===== config.mk =====
export PLATFORM = sky130hd
export DESIGN_NAME = volt_regs
export DESIGN_NICKNAME = d
export VERILOG_FILES = /design/src/core/volt_regs.v /design/src/core/serial_byte_slave.v
export VERILOG_INCLUDE_DIRS = /design/src /design/src/core
export SDC_FILE = /design/constraint.sdc
export NUM_CORES = 1
export LEC_CHECK = 0
export ABC_AREA = 1
export BUFFER_PORTS_ARGS = -buffer_cell sky130_fd_sc_hd__buf_2
export CORE_MARGIN = 4
export CORE_UTILIZATION = 45
export CTS_BUF_LIST = sky130_fd_sc_hd__clkbuf_2 sky130_fd_sc_hd__clkbuf_4 sky130_fd_sc_hd__clkbuf_8
export CTS_CLUSTER_SIZE = 28
export DETAILED_ROUTE_END_ITERATION = 10
export PLACE_DENSITY_LB_ADDON = 0.2
export SLEW_MARGIN = 20
export SYNTH_ARGS = -nofsm -noshare
export SYNTH_HDL_FRONTEND = slang
export SYNTH_HIERARCHICAL = 1
export SYNTH_SLANG_ARGS = --single-unit

===== constraint.sdc =====
create_clock -name clk -period 3.8 [get_ports clk]
set_clock_uncertainty 0.2 [all_clocks]
set_input_delay 0.76 -clock clk [delete_from_list [all_inputs] [get_ports clk]]
set_output_delay 0.76 -clock clk [all_outputs]
set_load 0.02 [all_outputs]

===== src/core/volt_regs_defines.vh =====
// Purpose: Constants for the charge voltage and system floor voltage registers
// Assumes: Byte-wide register addresses reached through the two-wire serial port
// Notes:   Field codes are in units of one step (16 mV or 256 mV)
`ifndef VOLT_REGS_DEFINES_VH
`define VOLT_REGS_DEFINES_VH

// ==========================================================
// Register addresses
// ==========================================================
`define ADDR_CHG_LIMIT_LOW 8'h04
`define ADDR_CHG_LIMIT_HIGH 8'h05
`define ADDR_SYS_FLOOR_LOW 8'h0C
`define ADDR_SYS_FLOOR_HIGH 8'h0D

// ==========================================================
// Field layout
// ==========================================================
`define CHG_HIGH_RSVD_BIT 7
`define CHG_LOW_FIELD_LSB 4
`define SYS_HIGH_RSVD_MSB 7
`define SYS_HIGH_RSVD_LSB 6

// ==========================================================
// Step sizes in mV
// ==========================================================
`define CHG_STEP_MV 16
`define SYS_STEP_MV 256

// ==========================================================
// Accepted ranges as field codes
// ==========================================================
`define CHG_MIN_CODE 11'h040
`define CHG_MAX_CODE 11'h4B0
`define SYS_MIN_CODE 6'h04
`define SYS_MAX_CODE 6'h3F

// ==========================================================
// Strap-chosen defaults as field codes
// ==========================================================
`define CHG_DEF_1CELL 11'h106
`define CHG_DEF_2CELL 11'h20D
`define CHG_DEF_3CELL 11'h313
`define CHG_DEF_4CELL 11'h41A
`define SYS_DEF_1CELL 6'h0E
`define SYS_DEF_2CELL 6'h18
`define SYS_DEF_3CELL 6'h24
`define SYS_DEF_4CELL 6'h30

// ==========================================================
// Serial port
// ==========================================================
`define DEV_ADDR_DEFAULT 7'h55

`endif


===== src/core/volt_regs.v =====
// Purpose: Charge voltage limit and system floor voltage register bank
// Assumes: Host uses the two-wire serial port, strap is stable after reset
// Notes:   A 16-bit word commits when its high byte arrives
//          A charge high byte sent alone commits with the last charge low byte
//          Dropped words are still acknowledged; nothing flags them
//          Pointer steps by one after every data byte, read or written
//
// Contract
// Floor voltage six bits, 256 mV steps
// Floor accepts 1.024 V to 16.128 V
// Out-of-range floor writes keep old value
// Floor default from cell count strap
// Charge limit eleven bits, 16 mV steps
// Ones in reserved top bits invalidate write
// Charge low nibble ignored, reads zero
// Host writes floor as one 16-bit word
// Charge accepts 1.024 V to 19.200 V
// Charge default from cell count strap
// Zero charge write restores default, stops charging
// Reads return stored fields, reserved zero
`timescale 1ns/100ps
`include "volt_regs_defines.vh"
module volt_regs #(
  parameter [6:0] DEV_ADDR = `DEV_ADDR_DEFAULT // Arbitrary value
) (
  // Clock and reset
  input wire clk,
  input wire sys_rst,
  // Serial pins
  input wire scl_in,
  input wire sda_in,
  output wire sda_out,
  output wire sda_oe,
  // Strap
  input wire [1:0] cell_count_strap,
  // Set points to the regulation loops
  output reg [10:0] charge_voltage_limit,
  output reg [5:0] system_floor_voltage,
  output reg charge_current_clear
);

  // ==========================================================
  // Declarations
  // ==========================================================
  wire start_pulse; // Start seen on the bus
  wire rx_valid; // Written byte pulse
  wire [7:0] rx_data; // Written byte
  wire rd_done; // Read byte finished
  reg [7:0] rd_data_reg; // Byte offered to a read
  reg [7:0] ptr_reg; // Register pointer
  reg ptr_loaded_reg; // Pointer byte already taken
  reg [7:0] chg_low_hold_reg; // Pending charge low byte
  reg init_done_reg; // Strap defaults loaded
  reg [10:0] chg_default; // Strap default for charge
  reg [5:0] sys_default; // Strap default for floor
  reg [10:0] chg_code; // Candidate charge code
  reg [5:0] sys_code; // Candidate floor code
  reg chg_rsvd_bad; // Charge high byte reserved bit set
  reg sys_rsvd_bad; // Floor high byte reserved bits set
  reg chg_is_zero; // Charge word asks for the default
  reg chg_in_range; // Charge code inside the legal span
  reg sys_in_range; // Floor code inside the legal span

  // ==========================================================
  // Serial byte engine
  // ==========================================================
  serial_byte_slave #(
    .DEV_ADDR(DEV_ADDR)
  ) u_port (
    .clk(clk),
    .sys_rst(sys_rst),
    .scl_in(scl_in),
    .sda_in(sda_in),
    .sda_out(sda_out),
    .sda_oe(sda_oe),
    .start_pulse(start_pulse),
    .rx_valid(rx_valid),
    .rx_data(rx_data),
    .rd_done(rd_done),
    .tx_data(rd_data_reg)
  );

  // ==========================================================
  // Strap decode
  // ==========================================================
  // Defaults per cell count
  always @* begin
    case (cell_count_strap)
      2'd0: begin
        // One cell
        chg_default = `CHG_DEF_1CELL;
        sys_default = `SYS_DEF_1CELL;
      end
      2'd1: begin
        // Two cells
        chg_default = `CHG_DEF_2CELL;
        sys_default = `SYS_DEF_2CELL;
      end
      2'd2: begin
        // Three cells
        chg_default = `CHG_DEF_3CELL;
        sys_default = `SYS_DEF_3CELL;
      end
      default: begin
        // Four cells
        chg_default = `CHG_DEF_4CELL;
        sys_default = `SYS_DEF_4CELL;
      end
    endcase
  end

  // ==========================================================
  // Candidate codes from the incoming word
  // ==========================================================
  // Eleven-bit charge field and six-bit floor field
  always @* begin
    chg_code = {rx_data[6:0], chg_low_hold_reg[7:`CHG_LOW_FIELD_LSB]};
    sys_code = rx_data[5:0];
  end

  // ==========================================================
  // Write qualification
  // ==========================================================
  // Checks on the high byte and the word it completes
  always @* begin
    // Any one in a reserved top bit spoils the whole word
    chg_rsvd_bad = rx_data[`CHG_HIGH_RSVD_BIT];
    sys_rsvd_bad = (rx_data[`SYS_HIGH_RSVD_MSB:`SYS_HIGH_RSVD_LSB] != 2'b00);
    // Zero asks for the strap default, it is no set point
    chg_is_zero = (chg_code == 11'h000);
    chg_in_range = (chg_code >= `CHG_MIN_CODE) && (chg_code <= `CHG_MAX_CODE);
    sys_in_range = (sys_code >= `SYS_MIN_CODE) && (sys_code <= `SYS_MAX_CODE);
  end

  // ==========================================================
  // Pointer and write handling
  // ==========================================================
  always @(posedge clk or posedge sys_rst) begin
    if (sys_rst) begin
      ptr_reg <= 8'h00;
      ptr_loaded_reg <= 1'b0;
      chg_low_hold_reg <= 8'h00;
      init_done_reg <= 1'b0;
      charge_voltage_limit <= 11'h000;
      system_floor_voltage <= 6'h00;
      charge_current_clear <= 1'b0;
    end else begin
      charge_current_clear <= 1'b0;
      if (!init_done_reg) begin
        // Strap caught on the first edge after release
        init_done_reg <= 1'b1;
        charge_voltage_limit <= chg_default;
        system_floor_voltage <= sys_default;
      end
      if (start_pulse) begin
        // New transfer expects a pointer byte
        ptr_loaded_reg <= 1'b0;
      end else if (rx_valid && !ptr_loaded_reg) begin
        // First written byte sets the pointer
        ptr_reg <= rx_data;
        ptr_loaded_reg <= 1'b1;
      end else if (rx_valid) begin
        // Data byte at the pointer, pointer steps on
        ptr_reg <= ptr_reg + 8'h01;
        if (ptr_reg == `ADDR_CHG_LIMIT_LOW) begin
          // Charge low byte waits for its high byte
          chg_low_hold_reg <= rx_data;
        end else if (ptr_reg == `ADDR_SYS_FLOOR_LOW) begin
          // Low byte of the floor word carries nothing
        end else if (ptr_reg == `ADDR_CHG_LIMIT_HIGH) begin
          // High byte completes the charge word
          if (chg_rsvd_bad) begin
            // Invalid write dropped
            charge_voltage_limit <= charge_voltage_limit;
          end else if (chg_is_zero) begin
            // Default back, charge current forced off
            charge_voltage_limit <= chg_default;
            charge_current_clear <= 1'b1;
          end else if (chg_in_range) begin
            // Accepted set point
            charge_voltage_limit <= chg_code;
          end
          // Codes out of range keep the old value
        end else if (ptr_reg == `ADDR_SYS_FLOOR_HIGH) begin
          // High byte completes the floor word
          if (sys_rsvd_bad) begin
            // Invalid write dropped
            system_floor_voltage <= system_floor_voltage;
          end else if (sys_in_range) begin
            // Accepted set point
            system_floor_voltage <= sys_code;
          end
          // Codes below the minimum keep the old value
        end else begin
          // Other addresses are acked and ignored
        end
      end else if (rd_done) begin
        // Reads walk the pointer too
        ptr_reg <= ptr_reg + 8'h01;
      end
    end
  end

  // ==========================================================
  // Read data
  // ==========================================================
  // Byte at the pointer, reserved bits zero
  always @(posedge clk or posedge sys_rst) begin
    if (sys_rst) begin
      rd_data_reg <= 8'h00;
    end else if (ptr_reg == `ADDR_CHG_LIMIT_LOW) begin
      // Low four charge bits, ignored nibble zero
      rd_data_reg <= {charge_voltage_limit[3:0], 4'h0};
    end else if (ptr_reg == `ADDR_CHG_LIMIT_HIGH) begin
      // Upper seven charge bits, reserved bit zero
      rd_data_reg <= {1'b0, charge_voltage_limit[10:4]};
    end else if (ptr_reg == `ADDR_SYS_FLOOR_HIGH) begin
      // Floor code, reserved pair zero
      rd_data_reg <= {2'b00, system_floor_voltage};
    end else begin
      // Floor low byte and unknown addresses read zero
      rd_data_reg <= 8'h00;
    end
  end

endmodule // volt_regs


===== src/core/serial_byte_slave.v =====
// Purpose: Two-wire serial slave that turns bus traffic into byte events
// Assumes: scl and sda inputs are synchronous to clk and far slower than it
// Notes:   Acks its own address and every written byte; sda is open drain
`timescale 1ns/100ps
module serial_byte_slave #(
  parameter [6:0] DEV_ADDR = 7'h55
) (
  // Clock and reset
  input wire clk,
  input wire sys_rst,
  // Serial pins
  input wire scl_in,
  input wire sda_in,
  output wire sda_out,
  output wire sda_oe,
  // Byte events
  output reg start_pulse,
  output reg rx_valid,
  output reg [7:0] rx_data,
  output reg rd_done,
  input wire [7:0] tx_data
);

  // States of the byte engine
  localparam [2:0] S_IDLE = 3'd0;
  localparam [2:0] S_ADDR = 3'd1;
  localparam [2:0] S_WR = 3'd2;
  localparam [2:0] S_RD = 3'd3;
  localparam [2:0] S_MACK = 3'd4;

  reg scl_q; // Previous scl
  reg sda_q; // Previous sda
  reg [2:0] st_reg; // Engine state
  reg [2:0] cnt_reg; // Bit counter
  reg [7:0] sh_reg; // Shift register
  reg rw_reg; // Read when set
  reg ack_pend_reg; // Ack due at next fall
  reg in_ack_reg; // Ack bit on the wire
  reg oe_reg; // Pulls sda low

  wire scl_rise = scl_in & ~scl_q;
  wire scl_fall = ~scl_in & scl_q;
  wire start_cond = scl_in & scl_q & sda_q & ~sda_in;
  wire stop_cond = scl_in & scl_q & ~sda_q & sda_in;
  wire [7:0] byte_in = {sh_reg[6:0], sda_in};

  // Open drain: only ever drives low
  assign sda_out = 1'b0;
  assign sda_oe = oe_reg;

  // ==========================================================
  // Byte engine
  // ==========================================================
  always @(posedge clk or posedge sys_rst) begin
    if (sys_rst) begin
      scl_q <= 1'b1;
      sda_q <= 1'b1;
      st_reg <= S_IDLE;
      cnt_reg <= 3'd0;
      sh_reg <= 8'h00;
      rw_reg <= 1'b0;
      ack_pend_reg <= 1'b0;
      in_ack_reg <= 1'b0;
      oe_reg <= 1'b0;
      start_pulse <= 1'b0;
      rx_valid <= 1'b0;
      rx_data <= 8'h00;
      rd_done <= 1'b0;
    end else begin
      scl_q <= scl_in;
      sda_q <= sda_in;
      start_pulse <= 1'b0;
      rx_valid <= 1'b0;
      rd_done <= 1'b0;
      if (start_cond) begin
        // Start or repeated start
        st_reg <= S_ADDR;
        cnt_reg <= 3'd0;
        ack_pend_reg <= 1'b0;
        in_ack_reg <= 1'b0;
        oe_reg <= 1'b0;
        start_pulse <= 1'b1;
      end else if (stop_cond) begin
        // Stop releases the bus
        st_reg <= S_IDLE;
        ack_pend_reg <= 1'b0;
        in_ack_reg <= 1'b0;
        oe_reg <= 1'b0;
      end else if (scl_rise && !in_ack_reg) begin
        case (st_reg)
          S_ADDR, S_WR: begin
            // Sample one bit
            sh_reg <= byte_in;
            cnt_reg <= cnt_reg + 3'd1;
            if (cnt_reg == 3'd7) begin
              if (st_reg == S_WR) begin
                rx_valid <= 1'b1;
                rx_data <= byte_in;
                ack_pend_reg <= 1'b1;
              end else if (byte_in[7:1] == DEV_ADDR) begin
                rw_reg <= byte_in[0];
                ack_pend_reg <= 1'b1;
              end else begin
                st_reg <= S_IDLE;
              end
            end
          end
          S_RD: begin
            // Shift out the next bit
            sh_reg <= {sh_reg[6:0], 1'b0};
            cnt_reg <= cnt_reg + 3'd1;
            if (cnt_reg == 3'd7) begin
              st_reg <= S_MACK;
              rd_done <= 1'b1;
            end
          end
          S_MACK: begin
            // Master ack continues the read
            if (!sda_in) begin
              st_reg <= S_RD;
              sh_reg <= tx_data;
            end else begin
              st_reg <= S_IDLE;
            end
          end
          default: begin
            st_reg <= S_IDLE;
          end
        endcase
      end else if (scl_fall) begin
        if (ack_pend_reg) begin
          // Pull the ack bit
          oe_reg <= 1'b1;
          ack_pend_reg <= 1'b0;
          in_ack_reg <= 1'b1;
        end else if (in_ack_reg) begin
          // Ack bit finished
          in_ack_reg <= 1'b0;
          if (st_reg == S_ADDR && rw_reg) begin
            st_reg <= S_RD;
            sh_reg <= tx_data;
            oe_reg <= ~tx_data[7];
          end else begin
            st_reg <= S_WR;
            oe_reg <= 1'b0;
          end
        end else if (st_reg == S_RD) begin
          oe_reg <= ~sh_reg[7];
        end else begin
          oe_reg <= 1'b0;
        end
      end
    end
  end

endmodule // serial_byte_slave


---- Word-level counts from Yosys, hierarchy flattened ----
Index checks and enable logic that the tools add are counted.
word-level totals
  logic and storage cells ................. 198
  flip-flop bits (word level) ............. 75
  output and inout bits ................... 20
  input port bits ......................... 6
operators by class
  add/subtract/negate cells ............... 2
  order comparisons ....................... 4
  bitwise operators ....................... 18
  muxes and demuxes ....................... 95
  reduce and logical (&&, ||, !) cells .... 31
  eq/ne operators ......................... 27
operators by type and width
  kind                                                                                   number
  11-bit two-way mux                                                                     10
  8-bit two-way mux                                                                      10
  6-bit two-way mux                                                                      11
  1-bit two-way mux                                                                      44
  3-bit two-way mux                                                                      14
  11-bit case mux with 3 select lines                                                    1
  5-bit by 3-bit != test with 1-bit output (second input constant)                       5
  8-bit case mux with 3 select lines                                                     1
  6-bit case mux with 3 select lines                                                     1
  8-bit by 3-bit equality test with 1-bit output (second input constant)                 2
  8-bit by 4-bit equality test with 1-bit output (second input constant)                 2
  7-bit AND reduction                                                                    2
  2-bit nonzero test                                                                     7
  11-bit by 7-bit greater-or-equal comparator with 1-bit output (second input constant)  1
  11-bit <= comparator (second input constant)                                           1
  11-bit logical NOT                                                                     1
  1-bit inverter                                                                         11
  3-bit case mux with 3 select lines                                                     1
  8-bit by 1-bit adder with 8-bit output (second input constant)                         1
  4-bit by 2-bit != test with 1-bit output (second input constant)                       2
  4-bit != test (second input constant)                                                  2
  8-bit by 7-bit != test with 1-bit output (second input constant)                       1
  4-bit AND reduction                                                                    2
  8-bit AND reduction                                                                    1
  other kinds (27)                                                                       43

---- Depth between registers and ports, before layout ----
Gate-level depths: netlist of the first run.
  depth after elaboration ................. 12
  depth in mapped cells ................... 13
  depth with buffers taken out ............ 12

---- By module ----
Netlist of the first run, hierarchy kept.
by module, submodules not included
  module             times used  sequential area each (µm²)  cells an instance  area each (µm²)
  volt_regs          1           1001.0                      369                2602.5
  serial_byte_slave  1           778.2                       217                1720.4

---- Least setup slack after synthesis of the first run ----
No wires, ideal clock.
  path kind ............................... input to register
  start point ............................. input port cell_count_strap[0]
  end point ............................... register charge_voltage_limit[2]
  data required time ...................... 3.483 ns
  slack ................................... 1.898 ns
  path buffers ............................ 0
  setup time .............................. 0.117 ns
  arrival time ............................ 1.585 ns
  stages .................................. 10
  cells stage by stage .................... inv_1 -> ha_1 -> nor2_1 -> nor2_1 -> a21oi_1 -> nand2_1 -> nand3_1 -> nand2_1 -> nand3_1 -> nand2_1
on the way
  longest elaborated chain between the ends .. 12
  elaborated cells on any way between the ends .. 14
  classes of those cells .................. eq/ne: 2; mux: 11; reduce/logical: 1
RTL lines
  element                                      RTL line         RTL
  start: declaration                           volt_regs.v:35   input wire [1:0] cell_count_strap,
  2-bit equality test (tied with other cells)  volt_regs.v:88   case (cell_count_strap)
  11-bit case mux with 3 select lines *        volt_regs.v:88
  11-bit two-way mux                           volt_regs.v:149  if (!init_done_reg) begin
  11-bit two-way mux                           volt_regs.v:179  end else if (chg_in_range) begin
  11-bit two-way mux                           volt_regs.v:175  end else if (chg_is_zero) begin
  11-bit two-way mux                           volt_regs.v:172  if (chg_rsvd_bad) begin
  11-bit two-way mux                           volt_regs.v:170  end else if (ptr_reg == `ADDR_CHG_LIMIT_HIGH) begin
  11-bit two-way mux                           volt_regs.v:168  end else if (ptr_reg == `ADDR_SYS_FLOOR_LOW) begin
  11-bit two-way mux                           volt_regs.v:165  if (ptr_reg == `ADDR_CHG_LIMIT_LOW) begin
  11-bit two-way mux                           volt_regs.v:162  end else if (rx_valid) begin
  11-bit two-way mux                           volt_regs.v:158  end else if (rx_valid && !ptr_loaded_reg) begin
  11-bit two-way mux *                         volt_regs.v:155  if (start_pulse) begin
  end signal: assignment                       volt_regs.v:152  charge_voltage_limit <= chg_default;
  end signal: assignment                       volt_regs.v:174  charge_voltage_limit <= charge_voltage_limit;
  end signal: assignment                       volt_regs.v:177  charge_voltage_limit <= chg_default;
  end: declaration                             volt_regs.v:37   output reg [10:0] charge_voltage_limit,
Every way passes the cells marked *; elsewhere a longest branch is shown, timed or not. The select of a mux whose other input is x is not followed.
A chain may end at the register's enable or synchronous reset.

---- Worst setup path in the final report of the first run ----
  start point ............................. register ptr_reg[0]
  end point ............................... register charge_voltage_limit[3]
on the way
  longest elaborated chain between the ends .. 7
  elaborated cells on any way between the ends .. 10
  classes of those cells .................. eq/ne: 4; mux: 6
RTL lines
  element                                                   RTL line         RTL
  start: declaration                                        volt_regs.v:50   reg [7:0] ptr_reg;
  start signal: assignment                                  volt_regs.v:160  ptr_reg <= rx_data;
  start signal: assignment                                  volt_regs.v:164  ptr_reg <= ptr_reg + 8'h01;
  start signal: assignment                                  volt_regs.v:199  ptr_reg <= ptr_reg + 8'h01;
  8-bit by 3-bit equality test with 1-bit output (no line)  -
  11-bit two-way mux                                        volt_regs.v:170
  11-bit two-way mux                                        volt_regs.v:168
  11-bit two-way mux                                        volt_regs.v:165
  11-bit two-way mux                                        volt_regs.v:162
  11-bit two-way mux                                        volt_regs.v:158
  11-bit two-way mux                                        volt_regs.v:155
Parallel ways exist; a longest one is shown, timed or not.

==> flow_summary.ini, run 1 <==
[run_status]
outcome = completed

[timing]
rsz0062_at_grt = no
fin_setup_tns_ns = 0
fin_crit_sh_pct = 60.63
drv_slew = 0
setup_violations = 0
timing.fmax_ghz = 0.4340
min_period_ns = 2.304
worst_pin_slew_ns = 0.7263
hold_viol_final = 0
worst_slack_ns = 1.496
relSlewSlack_pct = 51.42

[floorplan]
fp.dieW_microns = 106.0
die_y_microns = 106.0
core-area_sq_mm = 0.009284
die_area_sq_mm = 0.01124
io_pins = 26
fp-row-count = 35
initial_core_util_pct = 46.56

[global_route]
antenna_found_initial = 0
grt_pass1_wl_mm = 17.92
grt_overflow = 0
grt.total_usage_pct = 19.91
grt_max_degree = 41
grt_pass1_vias = 3699

[pwr]
powerDensity_mw_per_mm2 = 383.4
peakVddDrop_uv = 193.1
power_leakage_nw = 2.390

[setup_path]
max_stage_delay_ns = 0.57
required_ns = 3.85
path_cells = inv_1 -> ha_1 -> nand3_1 -> inv_2 -> nand2_2 -> nand2_4 -> nor3_4 -> inv_1 -> nand2_1 -> inv_1 -> nand2_1 -> nand2_1
crit_fanout = 19
worst-path-buf-inv = 4
end_kind = flip-flop
critical_path_arrival_ns = 2.36
critPathTopFamily = simple AND/OR/NAND/NOR gates
setup.worst_path.start_class = flip-flop
cp_slowest_cell = nor3_4
crit_type = flip-flop to flip-flop

[cts]
clkTransAtPathRegs_ns = 0.08
cts_sinks = 71
cts_tree = built
ctsHoldBuffers = 0
postCtsSetupRepairBufs = 0
cts_htree_levels = 3
clock_latency_ns = 0.35
clock_path_buffers = 2
cts-root-buf = clkbuf_8
cts_made_buffers = 9
ctsResizeCount = 0

[detailed_routing]
first_iter_violations = 217
vias_per_cell = 5.190
routed_wl_mm = 10.61
ant_nets = 0
wl_per_cell_microns = 14.22
vias = 3872
dr.pass1.iters = 5
drc = 0

[finish]
regArea_sq_mm = 0.001779
diodes = 0
layout_commonest_cell = nand2_1
largest_reg_flops = 11
top_register = charge_voltage_limit
multi_input_area_sq_mm = 0.002202
post-route-cell-area_sq_mm = 0.004741
drive_gt1_share_pct = 15.56
syn_to_final_growth_pct = 9.667
layout_common_cells = nand2_1, dfrtp_1, inv_1
nets = 628
fin_cells = 746
fillers = 957

[synth]
synth-seq-area-share_pct = 41.16
ys_ff_latch = 71
synth_compound_area_share_pct = 14.18
synthMuxAreaShare_pct = 0
synthAdderAreaFrac_pct = 2.894
synthSimpleGateAreaFrac_pct = 33.08
yosysWarnings = 6
avgSynthCellArea_sq_um = 7.377
synth_nets = 602
syn-cell-area_sq_mm = 0.004323
syn_inst = 586
synth_cell_types = 40
synth_top_family_by_area = simple AND/OR/NAND/NOR gates
synth_xor_area_share_pct = 0.6078

[placement]
post-place-ws_ns = 1.504
dp_hpwl_mm = 8.012
dpl-instance-area_sq_mm = 0.004537
gp_congestion = 0.9612
dp_cells = 730
place.port_buffers = 24

[run]
drv_cap = 0

[worst_hold_path]
hold_class = input pin to async pin
## worst paths after layout
check,start,end,slack (ns),depth (start not counted)
worst max-delay path,ptr_reg[0],charge_voltage_limit[3],1.50,12
worst max register to register,ptr_reg[0],charge_voltage_limit[3],1.50,12
min in group clk,u_port/rw_reg,u_port/rw_reg,0.28,2
max in group asynchronous,sys_rst,rd_data_reg[6],2.70,3
worst min-delay path,sys_rst,u_port/cnt_reg[0],0.28,3
worst min register to register,u_port/rw_reg,u_port/rw_reg,0.28,2
## worst register-to-register path: stages, from the launching register on
cell and delay (ns):
dfrtp_1 0.44, inv_1 0.08, ha_1 0.21, nand3_1 0.13, inv_2 0.05, nand2_2 0.09, nand2_4 0.07, nor3_4 0.57
inv_1 0.14, nand2_1 0.09, inv_1 0.04, nand2_1 0.05, nand2_1 0.04
## cell usage after synthesis, drive strengths merged
master	count	share of area (%)
inv	67	5.8
conb	2	0.17
a21oi	35	4.4
nor4	1	0.14
a31oi	1	0.14
dfrtp	69	40
ha	10	2.9
o21bai	1	0.17
o21a	1	0.17
nor3	8	1.2
nor2	60	6.7
clkbuf	3	0.26
a22oi	6	1.0
nand4	9	1.3
a32o	1	0.23
o21ai	53	7.0
o22ai	2	0.29
o31ai	2	0.35
a211oi	1	0.17
nand3	44	5.9
nand2	195	18
o32ai	1	0.20
buf	9	1.8
xor2	3	0.61
dfstp	2	1.2
## power breakdown
part	total, mW	internal (mW)	switching, mW
sequential	0.861	0.805	0.0553
combinational	0.326	0.106	0.220
clock	0.631	0.311	0.320
## through the flow
stage,hold WS (ns),util [%],total power [mW]
3_3_place_gp,0.2568,48.87,1.193
6_report,0.2791,51.06,1.817
4_1_cts,0.2777,51.06,1.838
2_1_floorplan,0.2412,-,1.120
5_1_grt,0.2950,51.06,1.920
3_5_place_dp,0.2594,48.87,1.202
## layout make-up
| cell class | count | share of cell area (%) |
|---|---|---|
| multi-input cells | 436 | 46.45 |
| clock buffers | 9 | 2.613 |
| well taps | 129 | 3.405 |
| clock inverters | 7 | 1.689 |
| inverters | 67 | 5.305 |
| flip-flops and latches | 71 | 37.53 |
| repair buffers | 27 | 3.009 |
## metal layers
metal / track usage [%] / part of all wire (%) / up-vias
met4: 7.123 / 2.1 / 0
met1: 25.95 / 45 / 1817
met5: 0 / 0 / -
met3: 2.975 / 4.6 / 18
met2: 33.70 / 49 / 86
li1: - / - / 1951
## logic make-up (layout without fill, tap and decap cells)
group / count (synthesis) / count (layout)
AOI/OAI and AO/OA: 104 / 104
xor gates and xnor gates: 3 / 3
adders and majority gates: 10 / 10
buffers and inverters: 79 / 110
DFF: 71 / 71
other: 2 / 2
and+or+nand+nor: 317 / 317
(Power assumes the default switching activity.)
==> run 2: changes to the inputs <==
--- a/config.mk
+++ b/config.mk
@@ -6,7 +6,7 @@
 export SDC_FILE = /design/constraint.sdc
 export NUM_CORES = 1
 export LEC_CHECK = 0
-export ABC_AREA = 1
+export ABC_AREA = 0
 export BUFFER_PORTS_ARGS = -buffer_cell sky130_fd_sc_hd__buf_2
 export CORE_MARGIN = 4
 export CORE_UTILIZATION = 45
==> constraint.sdc (replaced) <==
create_clock -name clk -period 2.4 [get_ports clk]
set_clock_uncertainty 0.2 [all_clocks]
set_input_delay 0.48 -clock clk [delete_from_list [all_inputs] [get_ports clk]]
set_output_delay 0.48 -clock clk [all_outputs]
set_load 0.02 [all_outputs]
==> flow_summary.ini, run 2 <==
[run_status]
outcome = complete, but fails checks
violations = negative setup slack

[cts]
cts_made_buffers = 9
clock_path_buffers = 2
cts_sinks = 71
postCtsSetupRepairBufs = 0
clock_latency_ns = 0.35
ctsHoldBuffers = 0
clkTransAtPathRegs_ns = 0.09
cts_htree_levels = 3
cts-root-buf = clkbuf_8
cts_tree = built

[synth]
syn_inst = 378
synthTopCellsByArea = dfrtp_1, mux2_2, ha_1
syn-cell-area_sq_mm = 0.003944
post-synth-top-count-cell = dfrtp_1
synth_common_cells = dfrtp_1, nand2_1, nor2_1
yosysWarnings = 6
synth_top_area_cell = dfrtp_1
synth_cell_types = 70
synth_nets = 394
avgSynthCellArea_sq_um = 10.43
postSynth.asyncResetShare_pct = 100.0
ys_ff_latch = 71
synthFlopType = dfrtp_1
synth_top_cell_area_share_pct = 43.78
synth-seq-area-share_pct = 45.11
synth-edff-count = 0

[global_route]
grt_overflow = 0
grt_pass1_wl_mm = 15.97
antenna_found_initial = 0
grt.total_usage_pct = 20.16
grt_max_degree = 41
grt_pass1_vias = 3082

[pwr]
peakVddDrop_uv = 273.1
power_mw = 3.019
power_leakage_nw = 2.122
powerDensity_mw_per_mm2 = 655.6

[placement]
post-place-ws_ns = 0.03198
gp_congestion = 0.9094
place.port_buffers = 24
dp_hpwl_mm = 7.192

[finish]
layout_commonest_cell = dfrtp_1
nets = 446
drive_gt1_share_pct = 29.20
diodes = 0
largest_reg_flops = 11
top_register = charge_voltage_limit
syn_to_final_growth_pct = 16.75
layout_common_cells = dfrtp_1, buf_4, nand2_1

[floorplan]
io_pins = 26
die_area_sq_mm = 0.01033
fp-row-count = 33
die_y_microns = 101.6
fp.dieW_microns = 101.6
initial_core_util_pct = 47.05
core-area_sq_mm = 0.008382

[detailed_routing]
first_iter_violations = 282
vias = 3180
ant_nets = 0
wl_per_cell_microns = 18.29
dr.pass1.iters = 5
drc = 0
routed_wl_mm = 9.878
vias_per_cell = 5.889

[setup_path]
crit_type = flip-flop to flip-flop
crit_fanout = 6
end_kind = flip-flop
cp_slowest_cell = or4_4
required_ns = 2.43
worst-path-buf-inv = 0
max_stage_delay_ns = 0.56
critical_path_arrival_ns = 2.43
path_cells = or4_4 -> or4_4 -> o21ai_4 -> o21ai_4 -> a221o_1
setup.worst_path.start_class = flip-flop
critPathTopFamily = simple AND/OR/NAND/NOR gates

[timing]
hold_viol_final = 0
min_period_ns = 2.403
worst_slack_ns = -0.003449
setup_violations = 1
relSlewSlack_pct = 59.99
worst_pin_slew_ns = 0.5946
rsz0062_at_grt = yes
timing.fmax_ghz = 0.4161
fin_crit_sh_pct = 100.1
drv_slew = 0

[worst_hold_path]
hold_class = input pin to async pin

[run]
drv_cap = 0
-- run 2: cell count changes in the layout (fill, tap and decap cells not counted), moves of 9 or more --
cell / before / now
inv_1: 55 / 16
o21ai_2: 10 / 1
inv_2: 12 / 0
buf_4: 3 / 33
nand2_1: 186 / 31
o21ai_0: 34 / 16
nor2_1: 47 / 29
o21ai_1: 9 / 0
a21oi_1: 33 / 18
nand3_1: 40 / 5
mux2_2: 0 / 18
-- run 2: stage by stage --
step                utilization, %  area [sq um]  hold slack (ns)  setup TNS, ns  std cells
finish                       54.93          4604          0.01446      -0.003449        540
detailed placement           52.10          4367           0.2631              0        524
global placement             52.10          4367           0.2610              0        524
CTS                          54.44          4563          0.01946              0        540
global route                 54.93          4604          0.03451        -0.2494        540
floorplan                        -          3950           0.2237              0        378
-- run 2: power by group --
| part | internal, mW | switching [mW] | total, mW |
|---|---|---|---|
| Sequential | 1.29 | 0.111 | 1.40 |
| Clock | 0.481 | 0.487 | 0.968 |
| Combinational | 0.278 | 0.371 | 0.648 |
-- run 2: timing repair --
action	4_1_cts	5_1_grt
endpoints found under the hold margin	0	0
setup endpoints to repair	0	9
gates resized for setup	0	9
-- run 2: worst reg2reg max path: cells and delay by family, from the launching register on --
family / cells / cell delay, ns
compound gates: 3 / 0.61
simple gates: 2 / 1.08
flops: 1 / 0.39
-- run 2: per-layer routing --
layer | global-route usage [%] | up-vias | wire [microns]
li1 | - | 1495 | -
met1 | 28.71 | 1552 | 4572
met2 | 30.68 | 120 | 4493
met3 | 5.028 | 13 | 694
met4 | 5.419 | 0 | 118
met5 | 0 | - | 0
-- run 2: kinds of logic after synthesis --
kind of cell,share of synthesized area (%)
AND/OR/NAND/NOR,19.00
AO/OA/AOI/OAI,16.37
flip-flops,45.11
multiplexers,11.36
buffers and inverters,4.124
adder cells (fa/ha/maj),3.173
XOR/XNOR,0.6664
other,0.1904
-- run 2: final timing paths --
check	start	end	slack, ns	cells past startpoint
setup / recovery	ptr_reg[4]	system_floor_voltage[1]	-0.003	5
hold / removal	sys_rst	u_port/st_reg[1]	0.01	3
setup reg to reg	ptr_reg[4]	system_floor_voltage[1]	-0.003	5
hold reg to reg	u_port/start_pulse	ptr_loaded_reg	0.27	1
max in group asynchronous	sys_rst	rd_data_reg[3]	1.56	3
min in group clk	sda_in	u_port/sda_q	0.11	1
-- run 2: area by class of cell --
class                           count  area, sq um
Fill cell                         752         3777
Multi-Input combinational cell    274         2049
Sequential cell                    71         1779
Timing Repair Buffer               58        387.9
Tap cell                          105        131.4
Clock buffer                        9        123.9
Clock inverter                      7        72.57
Inverter                           16        60.06
